**src/hw/sfsp_pkg.sv**
```systemverilog
package sfsp_pkg;

	// ********************************************************************
	// Register offsets
	// ********************************************************************
	localparam logic [7:0] UNDERVOLTAGE_STATUS_OFS = 8'hD8;
	localparam logic [7:0] OVERVOLTAGE_STATUS_OFS = 8'hD9;
	localparam logic [7:0] SUPPLY_DETECTOR_STATUS_OFS = 8'hDA;
	localparam logic [7:0] INPUT_WATCHDOG_STATUS_OFS = 8'hDB;
	localparam logic [7:0] FAULT_LOG_PRIMARY_OFS = 8'hDC;
	localparam logic [7:0] FAULT_LOG_SECONDARY_OFS = 8'hDD;
	localparam logic [7:0] DRIVER_OUTPUT_STATUS_LOW_OFS = 8'hDE;
	localparam logic [7:0] DRIVER_OUTPUT_STATUS_HIGH_OFS = 8'hDF;
	localparam logic [7:0] ERROR_MASK_PRIMARY_OFS = 8'h9D;
	localparam logic [7:0] ERROR_MASK_SECONDARY_OFS = 8'h9E;

	// ********************************************************************
	// Field layout and reset values
	// ********************************************************************
	localparam int ANY_FAULT_BIT = 7;
	localparam int SUPPLY_COUNT = 7;
	localparam int SECONDARY_COUNT = 5;
	localparam int WATCHDOG_BIT = 4;
	localparam int GENERAL_INPUT_COUNT = 4;
	localparam int DRIVER_COUNT = 9;
	localparam logic [7:0] STATUS_RESET = 8'h00;
	localparam logic [7:0] FAULT_LOG_RESET = 8'h00;
	localparam logic [7:0] ERROR_MASK_RESET = 8'h00;

	// The bus address is arbitrary; a real part would strap or program it.
	localparam logic [6:0] DEVICE_ADDRESS = 7'h34;

	// ********************************************************************
	// Serial bus timing and states
	// ********************************************************************
	localparam int SYS_CLK_PERIOD_NS = 40;
	localparam int LINK_CLK_PERIOD_NS = 320;
	localparam int LINK_HALF_CYCLES = LINK_CLK_PERIOD_NS / (2 * SYS_CLK_PERIOD_NS);
	localparam logic [3:0] BITS_PER_BYTE = 4'h8;

	typedef enum logic [3:0] {
		SFSP_IDLE,
		SFSP_ADDR,
		SFSP_ADDR_ACK,
		SFSP_CMD,
		SFSP_CMD_ACK,
		SFSP_WDATA,
		SFSP_WDATA_ACK,
		SFSP_RDATA,
		SFSP_RDATA_ACK
	} sfsp_state_t;

endpackage

```
**src/hw/sfsp_status_plane.sv**
```systemverilog
// Operation
// - Primary log: flag bit 7, supplies bits 6-0.
// - Secondary log: watchdog bit 4, inputs 3-0.
// - Log bits reflect their function's logic state.
// - Flag sets on polarity change since read.
// - Flag set freezes both log registers.
// - Secondary read clears flag; primary read doesn't.
// - Both logs readable over the serial bus.
// - Mask bit holds log bit zero, no flag.
// - Masks mirror log layout; flag unmaskable.
// - Undervoltage status at D8, bits 6-0.
// - Overvoltage status at D9, bits 6-0.
// - Detector status at DA, bits 6-0.
// - Watchdog bit 4, inputs 3-0 at DB.
// - Driver outputs 8-1 at DE.
// - Driver output 9 at DF bit 0.
// - Status registers reset zero, read-only.
// - Status reads allowed anytime, no side effect.
// - Both logs reset to zero.
`timescale 1ns/1ps

module sfsp_status_plane (
	input wire logic SYS_CLK,
	input wire logic RSTN,
	input wire logic SCL,
	input wire logic SDA_I,
	output logic SDA_O,
	output logic SDA_OE,
	input wire logic [6:0] UV_CMP,
	input wire logic [6:0] OV_CMP,
	input wire logic [6:0] SUPPLY_DET,
	input wire logic WATCHDOG_DET,
	input wire logic WATCHDOG_TIMEOUT,
	input wire logic [3:0] GEN_IN,
	input wire logic [8:0] DRV_OUT
);

	// ********************************************************************
	// Live status capture
	// ********************************************************************
	logic [6:0] uv_q;
	logic [6:0] ov_q;
	logic [6:0] det_q;
	logic [4:0] inwd_q;
	logic [8:0] drv_q;

	always_ff @(posedge SYS_CLK) begin
		if (!RSTN) begin
			uv_q <= sfsp_pkg::STATUS_RESET[6:0];
			ov_q <= sfsp_pkg::STATUS_RESET[6:0];
			det_q <= sfsp_pkg::STATUS_RESET[6:0];
			inwd_q <= sfsp_pkg::STATUS_RESET[4:0];
			drv_q <= {sfsp_pkg::STATUS_RESET[0], sfsp_pkg::STATUS_RESET};
		end else begin
			uv_q <= UV_CMP;
			ov_q <= OV_CMP;
			det_q <= SUPPLY_DET;
			inwd_q <= {WATCHDOG_TIMEOUT, GEN_IN};
			drv_q <= DRV_OUT;
		end
	end

	// ********************************************************************
	// Fault plane
	// ********************************************************************
	logic [6:0] mask1_q;
	logic [4:0] mask2_q;
	logic [6:0] log1_q;
	logic [4:0] log2_q;
	logic [11:0] ref_q;
	logic any_q;
	logic rd2_pulse;

	wire [11:0] mask_all = {mask1_q, mask2_q};
	wire [11:0] func_live = {SUPPLY_DET, WATCHDOG_DET, GEN_IN};
	wire [11:0] func_masked = func_live & ~mask_all;
	wire [11:0] log_all = {log1_q, log2_q} & ~mask_all;
	wire change_seen = |((func_masked ^ ref_q) & ~mask_all);
	wire rd_change = |((func_masked ^ log_all) & ~mask_all);

	// The reference after a secondary read is the snapshot the controller has just seen,
	// so a change landing in the very read cycle keeps the flag set instead of vanishing.
	always_ff @(posedge SYS_CLK) begin
		if (!RSTN) begin
			log1_q <= sfsp_pkg::FAULT_LOG_RESET[6:0];
			log2_q <= sfsp_pkg::FAULT_LOG_RESET[4:0];
			ref_q <= {sfsp_pkg::FAULT_LOG_RESET[6:0], sfsp_pkg::FAULT_LOG_RESET[4:0]};
			any_q <= 1'b0;
		end else if (rd2_pulse) begin
			{log1_q, log2_q} <= func_masked;
			ref_q <= log_all;
			any_q <= rd_change;
		end else if (!any_q) begin
			{log1_q, log2_q} <= func_masked;
			any_q <= change_seen;
		end
		// A set flag leaves the logs untouched until the secondary read.
	end

	// ********************************************************************
	// Serial bus pin conditioning
	// ********************************************************************
	logic [2:0] scl_sync_q;
	logic [2:0] sda_sync_q;
	logic scl_q;
	logic sda_q;

	always_ff @(posedge SYS_CLK) begin
		if (!RSTN) begin
			scl_sync_q <= 3'h7;
			sda_sync_q <= 3'h7;
			scl_q <= 1'b1;
			sda_q <= 1'b1;
		end else begin
			scl_sync_q <= {scl_sync_q[1:0], SCL};
			sda_sync_q <= {sda_sync_q[1:0], SDA_I};
			if (scl_sync_q[1] == scl_sync_q[2])
				scl_q <= scl_sync_q[2];
			if (sda_sync_q[1] == sda_sync_q[2])
				sda_q <= sda_sync_q[2];
		end
	end

	wire scl_new = (scl_sync_q[1] == scl_sync_q[2]) ? scl_sync_q[2] : scl_q;
	wire sda_new = (sda_sync_q[1] == sda_sync_q[2]) ? sda_sync_q[2] : sda_q;
	wire scl_rise = scl_new & ~scl_q;
	wire scl_fall = ~scl_new & scl_q;
	wire bus_start = scl_q & scl_new & sda_q & ~sda_new;
	wire bus_stop = scl_q & scl_new & ~sda_q & sda_new;

	// ********************************************************************
	// Register read selection
	// ********************************************************************
	function automatic logic [7:0] read_reg(input logic [7:0] ofs, input logic [6:0] uv, input logic [6:0] ov,
		input logic [6:0] det, input logic [4:0] inwd, input logic [8:0] drv, input logic [7:0] fl1,
		input logic [7:0] fl2, input logic [6:0] m1, input logic [4:0] m2);
		logic [7:0] r;
		r = 8'h00;
		unique case (ofs)
			sfsp_pkg::UNDERVOLTAGE_STATUS_OFS: r = {1'b0, uv};
			sfsp_pkg::OVERVOLTAGE_STATUS_OFS: r = {1'b0, ov};
			sfsp_pkg::SUPPLY_DETECTOR_STATUS_OFS: r = {1'b0, det};
			sfsp_pkg::INPUT_WATCHDOG_STATUS_OFS: r = {3'h0, inwd};
			sfsp_pkg::FAULT_LOG_PRIMARY_OFS: r = fl1;
			sfsp_pkg::FAULT_LOG_SECONDARY_OFS: r = fl2;
			sfsp_pkg::DRIVER_OUTPUT_STATUS_LOW_OFS: r = drv[7:0];
			sfsp_pkg::DRIVER_OUTPUT_STATUS_HIGH_OFS: r = {7'h00, drv[8]};
			sfsp_pkg::ERROR_MASK_PRIMARY_OFS: r = {1'b0, m1};
			sfsp_pkg::ERROR_MASK_SECONDARY_OFS: r = {3'h0, m2};
			default: r = 8'h00;
		endcase
		return r;
	endfunction

	logic [7:0] ptr_q;
	wire [7:0] fault_log_primary = {any_q, log_all[11:5]};
	wire [7:0] fault_log_secondary = {3'h0, log_all[4:0]};
	wire [7:0] rd_byte = read_reg(ptr_q, uv_q, ov_q, det_q, inwd_q, drv_q, fault_log_primary,
		fault_log_secondary, mask1_q, mask2_q);

	// ********************************************************************
	// Serial bus slave
	// ********************************************************************
	sfsp_pkg::sfsp_state_t state_q;
	logic [3:0] cnt_q;
	logic [7:0] shr_q;
	logic [7:0] tx_q;
	logic rw_q;
	logic nack_q;

	wire byte_done = scl_fall && (cnt_q == sfsp_pkg::BITS_PER_BYTE);
	// A sent byte ends at its eighth fall, because the ninth clock carries the master's acknowledge.
	wire tx_done = scl_fall && (cnt_q == sfsp_pkg::BITS_PER_BYTE - 4'h1);
	wire addr_hit = (shr_q[7:1] == sfsp_pkg::DEVICE_ADDRESS);
	wire load_tx = scl_fall && ((state_q == sfsp_pkg::SFSP_ADDR_ACK && rw_q) ||
		(state_q == sfsp_pkg::SFSP_RDATA_ACK && !nack_q));
	wire in_rx = (state_q == sfsp_pkg::SFSP_ADDR) || (state_q == sfsp_pkg::SFSP_CMD) ||
		(state_q == sfsp_pkg::SFSP_WDATA);
	wire in_ack = (state_q == sfsp_pkg::SFSP_ADDR_ACK) || (state_q == sfsp_pkg::SFSP_CMD_ACK) ||
		(state_q == sfsp_pkg::SFSP_WDATA_ACK);
	wire wr_strobe = byte_done && (state_q == sfsp_pkg::SFSP_WDATA);

	assign rd2_pulse = load_tx && (ptr_q == sfsp_pkg::FAULT_LOG_SECONDARY_OFS);

	// The line is open drain: the slave only ever pulls low.
	assign SDA_O = 1'b0;
	assign SDA_OE = in_ack || ((state_q == sfsp_pkg::SFSP_RDATA) && !tx_q[7]);

	always_ff @(posedge SYS_CLK) begin
		if (!RSTN) begin
			state_q <= sfsp_pkg::SFSP_IDLE;
			cnt_q <= 4'h0;
			shr_q <= 8'h00;
			rw_q <= 1'b0;
			nack_q <= 1'b0;
		end else if (bus_start) begin
			state_q <= sfsp_pkg::SFSP_ADDR;
			cnt_q <= 4'h0;
		end else if (bus_stop) begin
			state_q <= sfsp_pkg::SFSP_IDLE;
		end else begin
			if (scl_rise && in_rx) begin
				shr_q <= {shr_q[6:0], sda_new};
				cnt_q <= cnt_q + 4'h1;
			end
			if (scl_rise && state_q == sfsp_pkg::SFSP_RDATA_ACK)
				nack_q <= sda_new;
			if (scl_fall && state_q == sfsp_pkg::SFSP_RDATA)
				cnt_q <= cnt_q + 4'h1;
			unique case (state_q)
				sfsp_pkg::SFSP_IDLE: begin
				end
				sfsp_pkg::SFSP_ADDR: if (byte_done) begin
					rw_q <= shr_q[0];
					state_q <= addr_hit ? sfsp_pkg::SFSP_ADDR_ACK : sfsp_pkg::SFSP_IDLE;
				end
				sfsp_pkg::SFSP_CMD: if (byte_done) begin
					state_q <= sfsp_pkg::SFSP_CMD_ACK;
				end
				sfsp_pkg::SFSP_WDATA: if (byte_done) begin
					state_q <= sfsp_pkg::SFSP_WDATA_ACK;
				end
				sfsp_pkg::SFSP_ADDR_ACK: if (scl_fall) begin
					cnt_q <= 4'h0;
					state_q <= rw_q ? sfsp_pkg::SFSP_RDATA : sfsp_pkg::SFSP_CMD;
				end
				sfsp_pkg::SFSP_CMD_ACK, sfsp_pkg::SFSP_WDATA_ACK: if (scl_fall) begin
					cnt_q <= 4'h0;
					state_q <= sfsp_pkg::SFSP_WDATA;
				end
				sfsp_pkg::SFSP_RDATA: if (tx_done) begin
					state_q <= sfsp_pkg::SFSP_RDATA_ACK;
				end
				sfsp_pkg::SFSP_RDATA_ACK: if (scl_fall) begin
					cnt_q <= 4'h0;
					state_q <= nack_q ? sfsp_pkg::SFSP_IDLE : sfsp_pkg::SFSP_RDATA;
				end
			endcase
		end
	end

	// ********************************************************************
	// Pointer, transmit shifter and mask registers
	// ********************************************************************
	always_ff @(posedge SYS_CLK) begin
		if (!RSTN) begin
			ptr_q <= 8'h00;
			tx_q <= 8'hFF;
		end else begin
			if (byte_done && state_q == sfsp_pkg::SFSP_CMD)
				ptr_q <= shr_q;
			if (load_tx)
				tx_q <= rd_byte;
			else if (scl_fall && state_q == sfsp_pkg::SFSP_RDATA)
				tx_q <= {tx_q[6:0], 1'b1};
		end
	end

	// Writes that land on read-only or unmapped offsets are acknowledged and dropped.
	always_ff @(posedge SYS_CLK) begin
		if (!RSTN) begin
			mask1_q <= sfsp_pkg::ERROR_MASK_RESET[6:0];
			mask2_q <= sfsp_pkg::ERROR_MASK_RESET[4:0];
		end else if (wr_strobe) begin
			if (ptr_q == sfsp_pkg::ERROR_MASK_PRIMARY_OFS)
				mask1_q <= shr_q[6:0];
			if (ptr_q == sfsp_pkg::ERROR_MASK_SECONDARY_OFS)
				mask2_q <= shr_q[4:0];
		end
	end
endmodule

```
**config.mk**
```make
export PLATFORM = sky130hd
export DESIGN_NAME = sfsp_status_plane
export DESIGN_NICKNAME = d
export VERILOG_FILES = /design/src/hw/sfsp_pkg.sv /design/src/hw/sfsp_status_plane.sv
export SDC_FILE = /design/constraint.sdc
export NUM_CORES = 1
export LEC_CHECK = 0
export ABC_AREA = 1
export BUFFER_PORTS_ARGS = -buffer_cell sky130_fd_sc_hd__buf_4
export CORE_MARGIN = 3
export CORE_UTILIZATION = 35
export CTS_CLUSTER_DIAMETER = 60
export DETAILED_ROUTE_END_ITERATION = 7
export SYNTH_ARGS = -nofsm -noshare
export SYNTH_HDL_FRONTEND = slang
export SYNTH_SLANG_ARGS = --single-unit
export TNS_END_PERCENT = 1
```
**constraint.sdc**
```tcl
create_clock -name SYS_CLK -period 1.5 [get_ports SYS_CLK]
set_clock_uncertainty 0.05 [all_clocks]
set_input_delay 0.15 -clock SYS_CLK [delete_from_list [all_inputs] [get_ports SYS_CLK]]
set_output_delay 0.15 -clock SYS_CLK [all_outputs]
set_load 0.02 [all_outputs]
```
==> impl_metrics.csv <==
group,metric,value,unit
outcome,outcome,"finished with violations",
outcome,violations,"negative setup slack",
worst_setup_path,criticalPathCategory,"reg2out",
synth,synthesis.area,0.00541,mm2
final_layout,drive_gt1_frac,0.236,
synth,ys_seq_area_frac,0.422,
route,first_pass_iters,5,
grt,grt_start_max_net_pins,66,
pwr,sw_frac_of_total,0.258,
worst_setup_path,required,1.30,ns
synth,synth_fp_nets,849,
pwr,peakVddDrop,956,uV
clock_network,cts_tree,"yes",
clock_network,cts.sinks,114,
sta,period_share,1.15,
final_layout,n_antenna_cell,0,
synth,synth_top_area_frac,0.422,
synth,synth.ff_latch_count,114,
synth,synthCells,807,
floorplan,io-pin-count,42,
synth,ys_top_cells_by_count,"nand2_1, inv_1, nor2_1",
synth,synthArstFlopShare,0,
worst_setup_path,worstSetupEndpointType,"primary output",
floorplan,fp.dieW,130,um
synth,ys_warn_count,0,
route,routedWlPerCell,13.3,um
worst_setup_path,rrSetupSlack,-0.17,ns
pwr,p_int,6.19,mW
place,gp_congestion,0.844,
clock_network,cts_made_buffers,17,
sta,min_period,1.73,ns
final_layout,nNetsFinal,1008,
place,dp_hpwl,10700,um
final_layout,final_area,0.00763,mm2
route,via_per_inst,4.73,
synth,yosysUniqueCellTypes,34,
pwr,p_sw,2.16,mW
worst_setup_path,cp_max_fo,4,
route,drc,0,
final_layout,layout.cells.non_filler,1160,
floorplan,rows,44,
floorplan,start_util,0.365,
clock_network,root_buffer,"clkbuf_16",
sta,finalHoldWorstSlack,0.0701,ns
sta,hold_viol,0,
floorplan,die_h,130,um
final_layout,area_growth,40.9,%
grt,grt_pass1_wl,25100,um
synth,synth_area_per_cell,6.71,um2
pwr,power.static_leakage,3.77,nW
clock_network,clock_latency,0.41,ns
clock_network,clk_pin_slew_worst_paths,0.05,ns
job,cap_violations,0,
route,drtIter0Drc,332,
synth,synth_top_area_cell,"dfxtp_1",
pwr,p_clk_frac,0.437,
sta,rsz0062_at_grt,"yes",
pwr,seq_power_share,0.390,
worst_hold_path,worst_hold_path_type,"in2reg",
worst_setup_path,cp.arrival,1.53,ns
floorplan,dieArea,0.0170,mm2
sta,fmax,579,MHz
worst_setup_path,worst_setup_path_start_kind,"register",
synth,ys.flop_type,"dfxtp_1",
synth,synth_area_leaders,"dfxtp_1, nand2_1, inv_1, nor2_1, o21ai_0",
pwr,combPwrFrac,0.173,
floorplan,core,0.0148,mm2
pwr,cellPowerDensity,1090,mW/mm2
grt,overflow,0,
route,final_antenna_net_count,0,
clock_network,cts_buffer_depth,2,
sta,setup_violations,58,
grt,antenna_found_initial,0,
place,dpl_cell_area,0.00637,mm2
grt,grt_pass1_vias,5274,
place,port_buffers,40,
clock_network,h-tree-depth,4,
final_layout,final_core_util,0.515,
place,place_inst,1079,
sta,fin_ws,-0.226,ns
synth,yosysMostFrequentCell,"nand2_1",
route,wl,15400,um
grt,gr-usage-all-layers,0.190,
sta,final_max_slew_viol_count,0,
synth,synth-edff-count,0,
route,vias,5486,
## routing by layer
metal  up-vias  routed length (um)  global-route usage
met5         -                   0                   0
met4         0                 389              0.0672
met3        22                 676              0.0532
met2       119                7360               0.323
met1      2486                6950               0.231
li1       2859                   -                   -
## cell usage in the layout, fill, tap and decap left out, types with 8 or more instances in the layout
cell / n
buf_6: 10
inv_2: 14
nor2_2: 12
buf_4: 114
nor2_4: 9
or2_2: 8
nand4_1: 8
nand2_1: 157
dlygate4sd3_1: 39
nor2_1: 105
a21oi_1: 47
o21ai_1: 23
inv_1: 112
o21ai_0: 53
nand2_2: 10
dfxtp_1: 108
clkbuf_16: 17
nand3_1: 66
## layout make-up
type	instances	area, um2
fill	1463	7180
multi-input combinational	539	2660
sequential	114	2300
timing repair buffer	166	1420
clock buffer	23	508
inverter	128	485
tap	184	230
clock inverter	6	30.0
## power groups by stage
stage / Sequential (mW) / Clock [mW] / Combinational [mW]
after floorplan: 3.26 / 0 / 0.616
after global placement: 3.28 / 0 / 1.02
after detailed placement: 3.28 / 0 / 1.02
after CTS: 3.25 / 3.72 / 1.38
after global routing: 3.26 / 3.87 / 1.59
final: 3.25 / 3.65 / 1.45
## sequential cells by signal, indices dropped and copies added, names as in the netlist, 5 cells and up
name / cells
ref_q: 12
drv_q: 9
ptr_q: 8
shr_q: 8
tx_q: 8
det_q: 7
log1_q: 7
mask1_q: 7
ov_q: 7
uv_q: 7
inwd_q: 5
log2_q: 5
mask2_q: 5
## final timing paths
check,startpoint,end,depth (start not counted)
hold / removal,WATCHDOG_DET,log2_q[4]$_SDFFE_PN0P_,5
setup reg to reg,state_q[3]$_SDFFE_PP0P_,state_q[1]$_SDFFE_PP0P_,11
setup / recovery,state_q[3]$_SDFFE_PP0P_,SDA_OE,7
hold reg to reg,scl_sync_q[0]$_SDFF_PN1_,scl_sync_q[1]$_SDFF_PN1_,1
## cells by family after synthesis
| family | count (synthesis) | synth area share |
|---|---|---|
| AOI/OAI and AO/OA | 132 | 0.125 |
| xor gates and xnor gates | 10 | 0.0162 |
| adders and majority gates | 2 | 0.00462 |
| buffers and inverters | 154 | 0.120 |
| DFF | 114 | 0.422 |
| other | 1 | 0.000693 |
| and+or+nand+nor | 394 | 0.312 |
## metrics by stage
step                TNS (ns)  power (mW)  setup WS [ns]
floorplan                  0        3.88         0.0286
global placement       -4.45        4.30         -0.186
detailed placement     -4.99        4.30         -0.170
CTS                    -4.78        8.34         -0.174
global route          -12.12        8.72         -0.281
finish                 -4.69        8.35         -0.226
## critical path: stages, from the launching register on
cell and delay [ns]:
dfxtp_4 0.36, buf_4 0.14, nor2_4 0.07, nand2_1 0.09, buf_6 0.13, nand2_2 0.07, o21bai_4 0.12, buf_6 0.13
## what timing repair did
item | 4_1_cts | 5_1_grt
gates resized for setup | 57 | 40
endpoints found under the setup margin | 63 | 69
endpoints found under the hold margin | 39 | 0
pin swaps | 11 | 7
setup buffers | 10 | 3
hold buffers | 39 | 0
Power figures use the tool's default switching activity.
